### src/core/ubc_pkg.sv
// =============================================
// shared constants of the baud control block
// =============================================
package ubc_pkg;
   // register bus widths
   localparam int ADDR_W = 3;
   localparam int DATA_W = 8;
   // register offsets
   localparam logic [2:0] OFS_CTRL     = 3'h0;
   localparam logic [2:0] OFS_DIV_LO   = 3'h1;
   localparam logic [2:0] OFS_DIV_HI   = 3'h2;
   localparam logic [2:0] OFS_INT_STAT = 3'h3;
   localparam logic [2:0] OFS_INT_MASK = 3'h4;
   // baud_control field positions
   localparam int BIT_ABD  = 0;
   localparam int BIT_WAKE = 1;
   localparam int BIT_WIDE = 3;
   localparam int BIT_IDLE = 6;
   // interrupt status / mask field positions
   localparam int EV_WAKE = 0;
   localparam int EV_ABD  = 1;
   // reset values
   localparam logic [7:0] CTRL_RST = 8'h00;
   localparam logic [7:0] DIV_RST  = 8'h00;
   localparam logic [1:0] MASK_RST = 2'h0;
   // measurement: falling edges after the first one of the sync character
   localparam logic [2:0] ABD_FALLS = 3'h4;
   // 8 bit times at 16 ticks per bit, as a shift
   localparam int ABD_SHIFT = 7;
endpackage

### src/core/ubc_if.sv
`timescale 1ns/10ps
// =============================================
// internal carrier between core, sampler, generator
// =============================================
interface ubc_if;
   logic        rx_level;   // synchronised receive level
   logic        rx_fall;    // one-cycle falling edge
   logic        rx_rise;    // one-cycle rising edge
   logic [15:0] divisor;    // divisor byte pair
   logic        wide;       // 16-bit divisor select
   logic        brg_clear;  // restart generator timer
   logic        brg_tick;   // one-cycle rate pulse
   modport sampler (output rx_level, rx_fall, rx_rise);
   modport brg     (input divisor, wide, brg_clear, output brg_tick);
   modport core    (input rx_level, rx_fall, rx_rise, brg_tick,
                    output divisor, wide, brg_clear);
endinterface // ubc_if

### src/core/ubc_top.sv
// Chosen here: the strobed register port and the address map.
`timescale 1ns/10ps
// How it works
// [RULE1] control bit selects 16-bit divisor
// [RULE2] 8-bit divisor after reset
// [RULE3] divisor write clears generator timer
// [RULE4] wake enable keeps sampling receive pin
// [RULE5] falling edge raises receive interrupt
// [RULE6] next rising edge clears wake enable
// [RULE7] wake bit zero: idle or done
// [RULE8] auto-baud measures next character
// [RULE9] remote sends 55h sync character
// [RULE10] auto-baud bit self-clears when done
// [RULE11] auto-baud zero: idle or done
// [RULE12] measured count loads divisor pair
module ubc_top
#(
   parameter int CNT_W = 23  // measurement counter width
)
(
   // clock and reset
   input  wire logic       SYS_CLK,
   input  wire logic       RESETN,
   // register port
   input  wire logic [2:0] ADDR,
   input  wire logic [7:0] WR_DATA,
   input  wire logic       WR_STB,
   input  wire logic       RD_STB,
   output logic      [7:0] RD_DATA,
   // transceiver side
   input  wire logic       RX_PIN,
   input  wire logic       SYNC_MODE,
   output logic            BAUD_TICK,
   output logic            IRQ
);
   // =============================================
   // parameter check
   // =============================================
   // counter must be wider than the 16-bit divisor, and at most 24 bits
   if (CNT_W < 17 || CNT_W > 24)
      $error("CNT_W must lie between 17 and 24");

   // =============================================
   // declarations
   // =============================================
   typedef enum logic [1:0] {AB_IDLE, AB_SEEK, AB_MEASURE} ubc_abd_t;

   ubc_if u_if ();                        // internal carrier

   logic             wide_q,   wide_d;    // wide_divisor_select
   logic             wake_q,   wake_d;    // rx_wake_enable
   logic             armed_q,  armed_d;   // falling edge seen
   logic             abd_q,    abd_d;     // auto_baud_enable
   logic       [7:0] lo_q,     lo_d;      // divisor_low_byte
   logic       [7:0] hi_q,     hi_d;      // divisor_high_byte
   logic       [1:0] stat_q,   stat_d;    // sticky events
   logic       [1:0] mask_q,   mask_d;    // interrupt mask
   logic             irq_q,    irq_d;     // interrupt output
   logic       [7:0] rd_q,     rd_d;      // read data
   logic             clr_q,    clr_d;     // generator restart
   ubc_abd_t         ab_q,     ab_d;      // measurement state
   logic [CNT_W-1:0] cnt_q,    cnt_d;     // clocks in sync char
   logic       [2:0] falls_q,  falls_d;   // edges counted
   logic             async_m;             // asynchronous mode
   logic             wr_ctrl;             // control write
   logic             wr_lo;
   logic             wr_hi;
   logic      [15:0] meas_div;            // measured divisor
   logic       [1:0] ev;                  // events this cycle

   // compute divisor from clocks per 8 bits
   function automatic logic [15:0] div_of(input logic [CNT_W-1:0] c);
      logic [CNT_W-1:0] q;
      q = c >> ubc_pkg::ABD_SHIFT;
      // a zero result cannot be served; clamp to fastest
      if (q == '0)
         div_of = 16'h0000;
      else
         div_of = 16'(q - 1'b1);
   endfunction

   // =============================================
   // submodules
   // =============================================
   ubc_rx_sample u_sample
   (
      .clk    (SYS_CLK),
      .rst_n  (RESETN),
      .rx_pin (RX_PIN),
      .rx     (u_if.sampler)
   );

   ubc_brg u_brg
   (
      .clk   (SYS_CLK),
      .rst_n (RESETN),
      .bg    (u_if.brg)
   );

   assign u_if.divisor   = {hi_q, lo_q};
   assign u_if.wide      = wide_q;
   assign u_if.brg_clear = clr_q;

   // =============================================
   // decode
   // =============================================
   always_comb
   begin
      async_m  = ~SYNC_MODE;
      wr_ctrl  = WR_STB && (ADDR == ubc_pkg::OFS_CTRL);
      wr_lo    = WR_STB && (ADDR == ubc_pkg::OFS_DIV_LO);
      wr_hi    = WR_STB && (ADDR == ubc_pkg::OFS_DIV_HI);
      meas_div = div_of(cnt_q);
   end

   // =============================================
   // control, wake-up and auto-baud
   // =============================================
   always_comb
   begin
      wide_d  = wide_q;
      wake_d  = wake_q;
      armed_d = armed_q;
      abd_d   = abd_q;
      lo_d    = lo_q;
      hi_d    = hi_q;
      ab_d    = ab_q;
      cnt_d   = cnt_q;
      falls_d = falls_q;
      clr_d   = wr_lo | wr_hi;
      ev      = 2'h0;
      // software writes first; hardware clears below win
      // [RULE1] width select bit
      if (wr_ctrl)
      begin
         wide_d = WR_DATA[ubc_pkg::BIT_WIDE];
         wake_d = WR_DATA[ubc_pkg::BIT_WAKE];
         abd_d  = WR_DATA[ubc_pkg::BIT_ABD];
         if (!WR_DATA[ubc_pkg::BIT_WAKE])
            armed_d = 1'b0;
      end
      if (wr_lo)
         lo_d = WR_DATA;
      if (wr_hi)
         hi_d = WR_DATA;
      // [RULE4] sample pin while wake enabled
      if (wake_q && async_m)
      begin
         // [RULE5] falling edge event
         if (u_if.rx_fall)
         begin
            ev[ubc_pkg::EV_WAKE] = 1'b1;
            armed_d              = 1'b1;
         end
         // [RULE6] self-clear on rising edge
         else if (u_if.rx_rise && armed_q)
         begin
            wake_d  = 1'b0;
            armed_d = 1'b0;
         end
      end
      // a disabled monitor keeps no stale arm for the next enable,
      // else a rising edge could clear wake before any falling edge
      if (!wake_d)
         armed_d = 1'b0;
      // [RULE8] measurement state machine
      unique case (ab_q)
         AB_IDLE:
         begin
            if (abd_q && async_m)
               ab_d = AB_SEEK;
         end
         AB_SEEK:
         begin
            // start bit of the sync character
            if (u_if.rx_fall)
            begin
               ab_d    = AB_MEASURE;
               cnt_d   = '0;
               falls_d = 3'h0;
            end
         end
         AB_MEASURE:
         begin
            // saturate: a stalled line yields the slowest rate
            if (cnt_q != '1)
               cnt_d = cnt_q + 1'b1;
            if (u_if.rx_fall)
            begin
               falls_d = falls_q + 3'h1;
               // [RULE9] fifth falling edge of 55h
               if (falls_q == ubc_pkg::ABD_FALLS - 3'h1)
               begin
                  // [RULE12] load measured divisor
                  lo_d  = meas_div[7:0];
                  hi_d  = meas_div[15:8];
                  clr_d = 1'b1;
                  // [RULE10] self-clear when finished
                  abd_d = 1'b0;
                  ev[ubc_pkg::EV_ABD] = 1'b1;
                  ab_d  = AB_IDLE;
               end
            end
         end
      endcase
      // cancel when software drops the bit or leaves async
      if ((ab_q != AB_IDLE) && (!abd_q || !async_m))
         ab_d = AB_IDLE;
   end

   // registers
   always_ff @(posedge SYS_CLK or negedge RESETN)
   begin
      if (!RESETN)
      begin
         // [RULE2] narrow divisor after reset
         wide_q  <= ubc_pkg::CTRL_RST[ubc_pkg::BIT_WIDE];
         wake_q  <= ubc_pkg::CTRL_RST[ubc_pkg::BIT_WAKE];
         armed_q <= 1'b0;
         abd_q   <= ubc_pkg::CTRL_RST[ubc_pkg::BIT_ABD];
         lo_q    <= ubc_pkg::DIV_RST;
         hi_q    <= ubc_pkg::DIV_RST;
         ab_q    <= AB_IDLE;
         cnt_q   <= '0;
         falls_q <= 3'h0;
         clr_q   <= 1'b0;
      end
      else
      begin
         wide_q  <= wide_d;
         wake_q  <= wake_d;
         armed_q <= armed_d;
         abd_q   <= abd_d;
         lo_q    <= lo_d;
         hi_q    <= hi_d;
         ab_q    <= ab_d;
         cnt_q   <= cnt_d;
         falls_q <= falls_d;
         clr_q   <= clr_d;
      end
   end

   // =============================================
   // interrupts and read port
   // =============================================
   always_comb
   begin
      // set wins over write-one-to-clear
      stat_d = stat_q;
      if (WR_STB && (ADDR == ubc_pkg::OFS_INT_STAT))
         stat_d = stat_q & ~WR_DATA[1:0];
      stat_d = stat_d | ev;
      mask_d = mask_q;
      if (WR_STB && (ADDR == ubc_pkg::OFS_INT_MASK))
         mask_d = WR_DATA[1:0];
      irq_d  = |(stat_d & mask_d);
      // read data valid only the cycle after the strobe
      rd_d   = 8'h00;
      if (RD_STB)
      begin
         unique case (ADDR)
            // [RULE7] [RULE11] live self-clearing bits
            ubc_pkg::OFS_CTRL:
               rd_d = {1'b0, (ab_q == AB_IDLE) & u_if.rx_level, 2'h0,
                       wide_q, 1'b0, wake_q, abd_q};
            ubc_pkg::OFS_DIV_LO:   rd_d = lo_q;
            ubc_pkg::OFS_DIV_HI:   rd_d = hi_q;
            ubc_pkg::OFS_INT_STAT: rd_d = {6'h00, stat_q};
            ubc_pkg::OFS_INT_MASK: rd_d = {6'h00, mask_q};
            default:               rd_d = 8'h00;
         endcase
      end
   end

   // registers
   always_ff @(posedge SYS_CLK or negedge RESETN)
   begin
      if (!RESETN)
      begin
         stat_q <= 2'h0;
         mask_q <= ubc_pkg::MASK_RST;
         irq_q  <= 1'b0;
         rd_q   <= 8'h00;
      end
      else
      begin
         stat_q <= stat_d;
         mask_q <= mask_d;
         irq_q  <= irq_d;
         rd_q   <= rd_d;
      end
   end

   // tick comes straight from the generator flop
   assign BAUD_TICK = u_if.brg_tick;
   assign IRQ       = irq_q;
   assign RD_DATA   = rd_q;

   // =============================================
   // checks
   // =============================================
   a_div_write_clear : assert property (@(posedge SYS_CLK) disable iff (!RESETN)
      (wr_lo || wr_hi) |=> clr_q) // [RULE3]
      else $error("divisor write did not restart timer");
   a_wide_follows_bit : assert property (@(posedge SYS_CLK) disable iff (!RESETN)
      wr_ctrl |=> (wide_q == $past(WR_DATA[ubc_pkg::BIT_WIDE]))) // [RULE1]
      else $error("width select not stored");
   a_wide_holds : assert property (@(posedge SYS_CLK) disable iff (!RESETN)
      !wr_ctrl |=> $stable(wide_q)) // [RULE2]
      else $error("width select changed without a write");
   a_wake_event : assert property (@(posedge SYS_CLK) disable iff (!RESETN)
      (wake_q && async_m && u_if.rx_fall)
      |=> stat_q[ubc_pkg::EV_WAKE] && (armed_q == wake_q)) // [RULE5]
      else $error("wake edge not flagged");
   a_wake_selfclear : assert property (@(posedge SYS_CLK) disable iff (!RESETN)
      (wake_q && async_m && armed_q && u_if.rx_rise && !wr_ctrl) |=> !wake_q) // [RULE6]
      else $error("wake enable not cleared on rising edge");
   a_wake_keeps : assert property (@(posedge SYS_CLK) disable iff (!RESETN)
      (wake_q && !armed_q && !wr_ctrl) |=> wake_q) // [RULE4]
      else $error("wake enable lost before edge");
   a_abd_done : assert property (@(posedge SYS_CLK) disable iff (!RESETN)
      (ab_q == AB_MEASURE && u_if.rx_fall && falls_q == 3'h3 && !wr_ctrl
       && async_m && abd_q)
      |=> !abd_q && stat_q[ubc_pkg::EV_ABD] && ab_q == AB_IDLE) // [RULE10]
      else $error("auto-baud not finished after fifth edge");
   a_abd_load : assert property (@(posedge SYS_CLK) disable iff (!RESETN)
      (ab_q == AB_MEASURE && u_if.rx_fall && falls_q == 3'h3 && async_m && abd_q
       && !wr_lo && !wr_hi)
      |=> {hi_q, lo_q} == $past(meas_div)) // [RULE12]
      else $error("measured divisor not loaded");
   a_abd_start : assert property (@(posedge SYS_CLK) disable iff (!RESETN)
      (ab_q == AB_IDLE && abd_q && async_m) |=> ab_q == AB_SEEK) // [RULE8]
      else $error("measurement did not arm");
   a_irq_level : assert property (@(posedge SYS_CLK) disable iff (!RESETN)
      ##1 IRQ == |(stat_q & mask_q)) // [RULE5]
      else $error("interrupt level mismatch");
endmodule // ubc_top

### src/core/ubc_rx_sample.sv
`timescale 1ns/10ps
// =============================================
// receive pin synchroniser and edge finder
// =============================================
module ubc_rx_sample
(
   // clock and reset
   input  wire logic clk,
   input  wire logic rst_n,
   // pin
   input  wire logic rx_pin,
   // toward the core
   ubc_if.sampler    rx
);
   logic sync1_q, sync1_d;  // first stage, read only by second
   logic sync2_q, sync2_d;  // second stage, safe level
   logic prev_q,  prev_d;   // delayed level for edges
   logic fall_q,  fall_d;
   logic rise_q,  rise_d;

   // next values; idle line is high
   always_comb
   begin
      sync1_d = rx_pin;
      sync2_d = sync1_q;
      prev_d  = sync2_q;
      fall_d  = prev_q & ~sync2_q;
      rise_d  = ~prev_q & sync2_q;
   end

   // registers
   always_ff @(posedge clk or negedge rst_n)
   begin
      if (!rst_n)
      begin
         sync1_q <= 1'b1;
         sync2_q <= 1'b1;
         prev_q  <= 1'b1;
         fall_q  <= 1'b0;
         rise_q  <= 1'b0;
      end
      else
      begin
         sync1_q <= sync1_d;
         sync2_q <= sync2_d;
         prev_q  <= prev_d;
         fall_q  <= fall_d;
         rise_q  <= rise_d;
      end
   end

   assign rx.rx_level = prev_q;
   assign rx.rx_fall  = fall_q;
   assign rx.rx_rise  = rise_q;
endmodule // ubc_rx_sample

### src/core/ubc_brg.sv
`timescale 1ns/10ps
// =============================================
// free running baud generator timer
// =============================================
module ubc_brg
(
   // clock and reset
   input  wire logic clk,
   input  wire logic rst_n,
   // control from the core
   ubc_if.brg        bg
);
   logic [15:0] cnt_q, cnt_d;   // timer
   logic        tick_q, tick_d; // rate pulse
   logic [15:0] term;           // terminal count

   // [RULE1] width select
   // low byte alone unless wide is set
   always_comb
   begin
      term = bg.wide ? bg.divisor : {8'h00, bg.divisor[7:0]};
   end

   // next timer value
   always_comb
   begin
      cnt_d  = cnt_q + 16'h0001;
      tick_d = 1'b0;
      // [RULE3] restart on divisor write
      if (bg.brg_clear)
      begin
         cnt_d = 16'h0000;
      end
      // period is divisor plus one
      else if (cnt_q >= term)
      begin
         cnt_d  = 16'h0000;
         tick_d = 1'b1;
      end
   end

   // registers
   always_ff @(posedge clk or negedge rst_n)
   begin
      if (!rst_n)
      begin
         cnt_q  <= 16'h0000;
         tick_q <= 1'b0;
      end
      else
      begin
         cnt_q  <= cnt_d;
         tick_q <= tick_d;
      end
   end

   assign bg.brg_tick = tick_q;

   // [RULE3] timer cleared by a write
   a_brg_clear_zero : assert property (@(posedge clk) disable iff (!rst_n)
      bg.brg_clear |=> (cnt_q == 16'h0000) && !tick_q) // [RULE3]
      else $error("generator timer not cleared");
   // [RULE1] narrow mode ignores high byte
   a_brg_narrow_term : assert property (@(posedge clk) disable iff (!rst_n)
      !bg.wide |-> (cnt_q <= {8'h00, bg.divisor[7:0]}) || $changed(bg.divisor)
      || $changed(bg.wide)) // [RULE1]
      else $error("narrow timer ran past low byte");
endmodule // ubc_brg

### config.mk
export PLATFORM = sky130hd
export DESIGN_NAME = ubc_top
export DESIGN_NICKNAME = d
export VERILOG_FILES = /design/src/core/ubc_pkg.sv /design/src/core/ubc_if.sv /design/src/core/ubc_top.sv /design/src/core/ubc_rx_sample.sv /design/src/core/ubc_brg.sv
export SDC_FILE = /design/constraint.sdc
export NUM_CORES = 1
export LEC_CHECK = 0
export ABC_AREA = 1
export BUFFER_PORTS_ARGS = -buffer_cell sky130_fd_sc_hd__clkbuf_2
export CAP_MARGIN = 40
export CORE_MARGIN = 2
export CORE_UTILIZATION = 67
export CTS_CLUSTER_SIZE = 8
export DETAILED_ROUTE_END_ITERATION = 12
export PLACE_DENSITY = 0.95
export SLEW_MARGIN = 20
export SYNTH_ARGS = -nofsm -noshare
export SYNTH_HDL_FRONTEND = slang
export SYNTH_SLANG_ARGS = --single-unit
### constraint.sdc
create_clock -name SYS_CLK -period 3.5 [get_ports SYS_CLK]
set_input_delay 0.7 -clock SYS_CLK [delete_from_list [all_inputs] [get_ports SYS_CLK]]
set_output_delay 0.7 -clock SYS_CLK [all_outputs]
set_load 0.05 [all_outputs]
==> impl_results.md <==
* Status: completed
* Syn nets at 759
* Crit-path cells: ha_1, ha_1, nand3_1, clkinv_1, nand2_1, inv_1, nand3_1, nand2_1
* Synth Cell Area at around 0.0052 mm2
* Leakage at between 2 and 3 nW
* # setup viols final at 0
* Ys Warns at 0
* FF-to-FF Start: falls_q[0]$_DFFE_PN0P_
* Starting Density at about two thirds
* DRT antenna net count at 0
* Arrival @ worst endpoint at roughly 2600 ps
* Fin util at between 70% and 80%
* Critical Path Start: falls_q[0]$_DFFE_PN0P_
* Grt total ovfl at 0
* Final GP Congestion at 0.984
* Placed cells at between 800 and 900
* Setup CP Type: reg -> reg
* CTS Buffer Depth at 2
* HP Class: in -> async
* CP delay by family, top: simple AND/OR/NAND/NOR gates
* Nets@finish at 780
* Drt first pass iters at 5
* Total Routing Usage GR at between 30 and 40%
* Synthesis-to-finish area growth at 7.30%
* MaxCap Viol Count at 0
* Vias in the first global route at 4753
* Worst skew pair latency at 380 ps
* CTS resizes at 0
* Final hold vios at 0
* Routed wire length at approximately 13000 um
* Total chip power at ~0.0026 W
* Setup bufs post-CTS at 0
* H-tree depth at 3
* Cells after Synth at 717
* Antenna violations before repair at 0
* Layout cells sized above 1 at 10.2%
* Largest net degree at the start of global routing at around 60
* Syn_area_per_cell at about 7.3 um2
* Worst EP required at between 3000 and 4000 ps
* DR iter-0 viols at ~310
* VDD IR max at roughly 250 uV
* Setup ws final at approximately 1100 ps
* Clock sink total at 84
* #FFs+latches synth at 84
* Worst Setup End Kind: flip-flop
* First-pass GRT wire length at roughly 22000 um
* Total CTS buffers at 9
* Top cells by area in the synthesized netlist: dfrtp_1 (39%), nand2_1 (14%), nor2_1 (6.7%), nand3_1 (6.1%), ha_1 (6.0%)
* CTS tree: built
* Slowest cell on crit path: nand3_1
* Post-DP HPWL at about 10000 um
* IO Port Bufs at 26
* Period Utilization, post-route at about two thirds
* # DRC at 0
* Register area share after synthesis at between 40% and 50%
* Drt wl/cell at 15.7 um
* Max-slew violations at 0
* Die Area at around 0.0086 mm2
* IO Pins at 27
* Worst-path fanout max at 13
* Die width at 92.5 um
* Worst Path Buf+Inv at 2
* Worst Clk Skew at around 15 ps
* Hold_buf cts at 0
* Max Fclk at between 0.4 and 0.5 GHz
* Via count at roughly 5000
* Core area at approximately 0.0076 mm2
* Final std cells w/o fill at 845
* Vias per cell at between 5 and 6
* Post-Place Setup Slack at ~1200 ps
* Yosys top cell by area: dfrtp_1
* Max incr delay on CP at 410 ps
* Top cell type's share of synthesized area at 38.6%
* N_diodes at 0
* Pwr/cell area at between 400 and 500 mW/mm2
* Critical path launch point type: flip-flop
* Netlist cell types at 38
* Clock slew at reported path FFs at ~90 ps
* Die Span Y at about 92 um
* Std-Cell Rows at 32
* Worst Max-Slew Pin Slew at about 760 ps
* Clk Tree Root Cell: clkbuf_8
* Crit path time final at around 2400 ps
* Max-slew headroom at between 40% and 50%
* RSZ-0062 raised after global routing: false
* Sum Neg Setup Slack at 0 ps
==> area by class of cell <==
type                       instances  area [um2]
multi-input combinational        535        2730
sequential                        84        2110
fill                             559        2020
inverter                          80         300
timing repair buffer              28         168
tap                              102         128
clock buffer                       9         124
clock inverter                     7        70.1
==> per-stage QoR <==
step	area, um2	hold WS, ps
detailed placement	5430	348
global placement	5410	346
floorplan	5250	345
CTS	5630	243
finish	5630	235
global route	5630	257
==> Yosys cell counts <==
cell type,n
nand2_1,190
buf_8,1
nand2_2,5
nor3_2,1
o22ai_1,10
buf_4,1
or2_2,2
a211oi_1,2
a21oi_1,23
nor2_2,2
o221ai_1,1
clkinv_1,1
buf_2,7
nand3_1,64
o21bai_1,3
o21ai_1,2
ha_1,25
a21o_1,1
nor3_1,10
xnor2_1,2
and3_1,1
dfrtp_1,81
xor2_1,13
o21ai_2,11
o211ai_1,5
inv_2,2
clkbuf_1,7
buf_6,2
a21boi_0,1
nand4_1,13
o21a_1,3
dfstp_2,3
nor2_4,4
o21ai_0,46
mux2_2,1
nand3_2,1
inv_1,77
nor2_1,93
==> final timing paths <==
path | to | slack (ps) | depth (start not counted)
max in group asynchronous | u_sample.prev_d$_DFF_PN1_ | 2610 | 2
worst min register to register | u_sample.prev_d$_DFF_PN1_ | 360 | 0
worst max register to register | hi_q[6]$_DFF_PN0_ | 1140 | 8
worst max-delay path | hi_q[6]$_DFF_PN0_ | 1140 | 8
min in group SYS_CLK | u_sample.prev_d$_DFF_PN1_ | 360 | 0
worst min-delay path | u_brg.cnt_q[7]$_DFF_PN0_ | 240 | 1
==> report_power, final <==
group          total (W)  internal [W]  leakage (nW)  switching, W
clock           0.000684      0.000276        0.0887      0.000408
combinational   0.000716      0.000215          1.55      0.000501
sequential       0.00119       0.00109          1.08      0.000106
total            0.00259       0.00158          2.72       0.00101
==> worst register-to-register path, cell delays in order, from the launching register on <==
cell      delay, ps
dfrtp_1         400
ha_1            200
ha_1            190
nand3_1         410
clkinv_1        380
nand2_1         380
inv_1           120
nand3_1         110
nand2_1          50
==> cells in the final DEF, fill, tap and decap left out, drive strengths merged <==
cell type and n:
o221ai 1, nand3 65, dfrtp 81, and3 1
o22ai 10, nand4 13, a21boi 1, buf 3
o21ai 59, dfstp 3, a211oi 2, or2 2
xnor2 2, xor2 13, nand2 195, ha 25
a21o 1, clkinv 2, clkbuf 34, inv 82
clkinvlp 3, o211ai 5, o21bai 3, a21oi 23
o21a 3, mux2 1, nor3 11, nor2 99
==> registers in the layout (all words and copies together), names as in the netlist, 2 cells and up <==
signal,count
RD_DATA,8
ab_q,2
cnt_q,23
falls_q,3
hi_q,8
lo_q,8
mask_q,2
stat_q,2
u_brg.cnt_q,16
==> layer usage <==
| layer | share of wire, % | wire [um] | GRT usage [%] |
|---|---|---|---|
| met2 | 50 | 6590 | 56.3 |
| met1 | 39 | 5190 | 39.5 |
| met4 | 4.5 | 598 | 16.3 |
| met3 | 6.9 | 919 | 5.70 |
| met5 | 0 | 0 | 0 |
==> cell families (layout without fill, tap and decap cells) <==
kind of cell / count (synthesis) / in the layout / synth area share (%)
AO/OA/AOI/OAI: 108 / 108 / 12.1
multiplexers: 1 / 1 / 0.215
AND/OR/NAND/NOR: 386 / 386 / 31.3
XOR/XNOR: 15 / 15 / 2.50
buffers and inverters: 98 / 124 / 7.75
adder cells (fa/ha/maj): 25 / 25 / 5.96
flip-flops: 84 / 84 / 40.1
(Power assumes the default switching activity.)
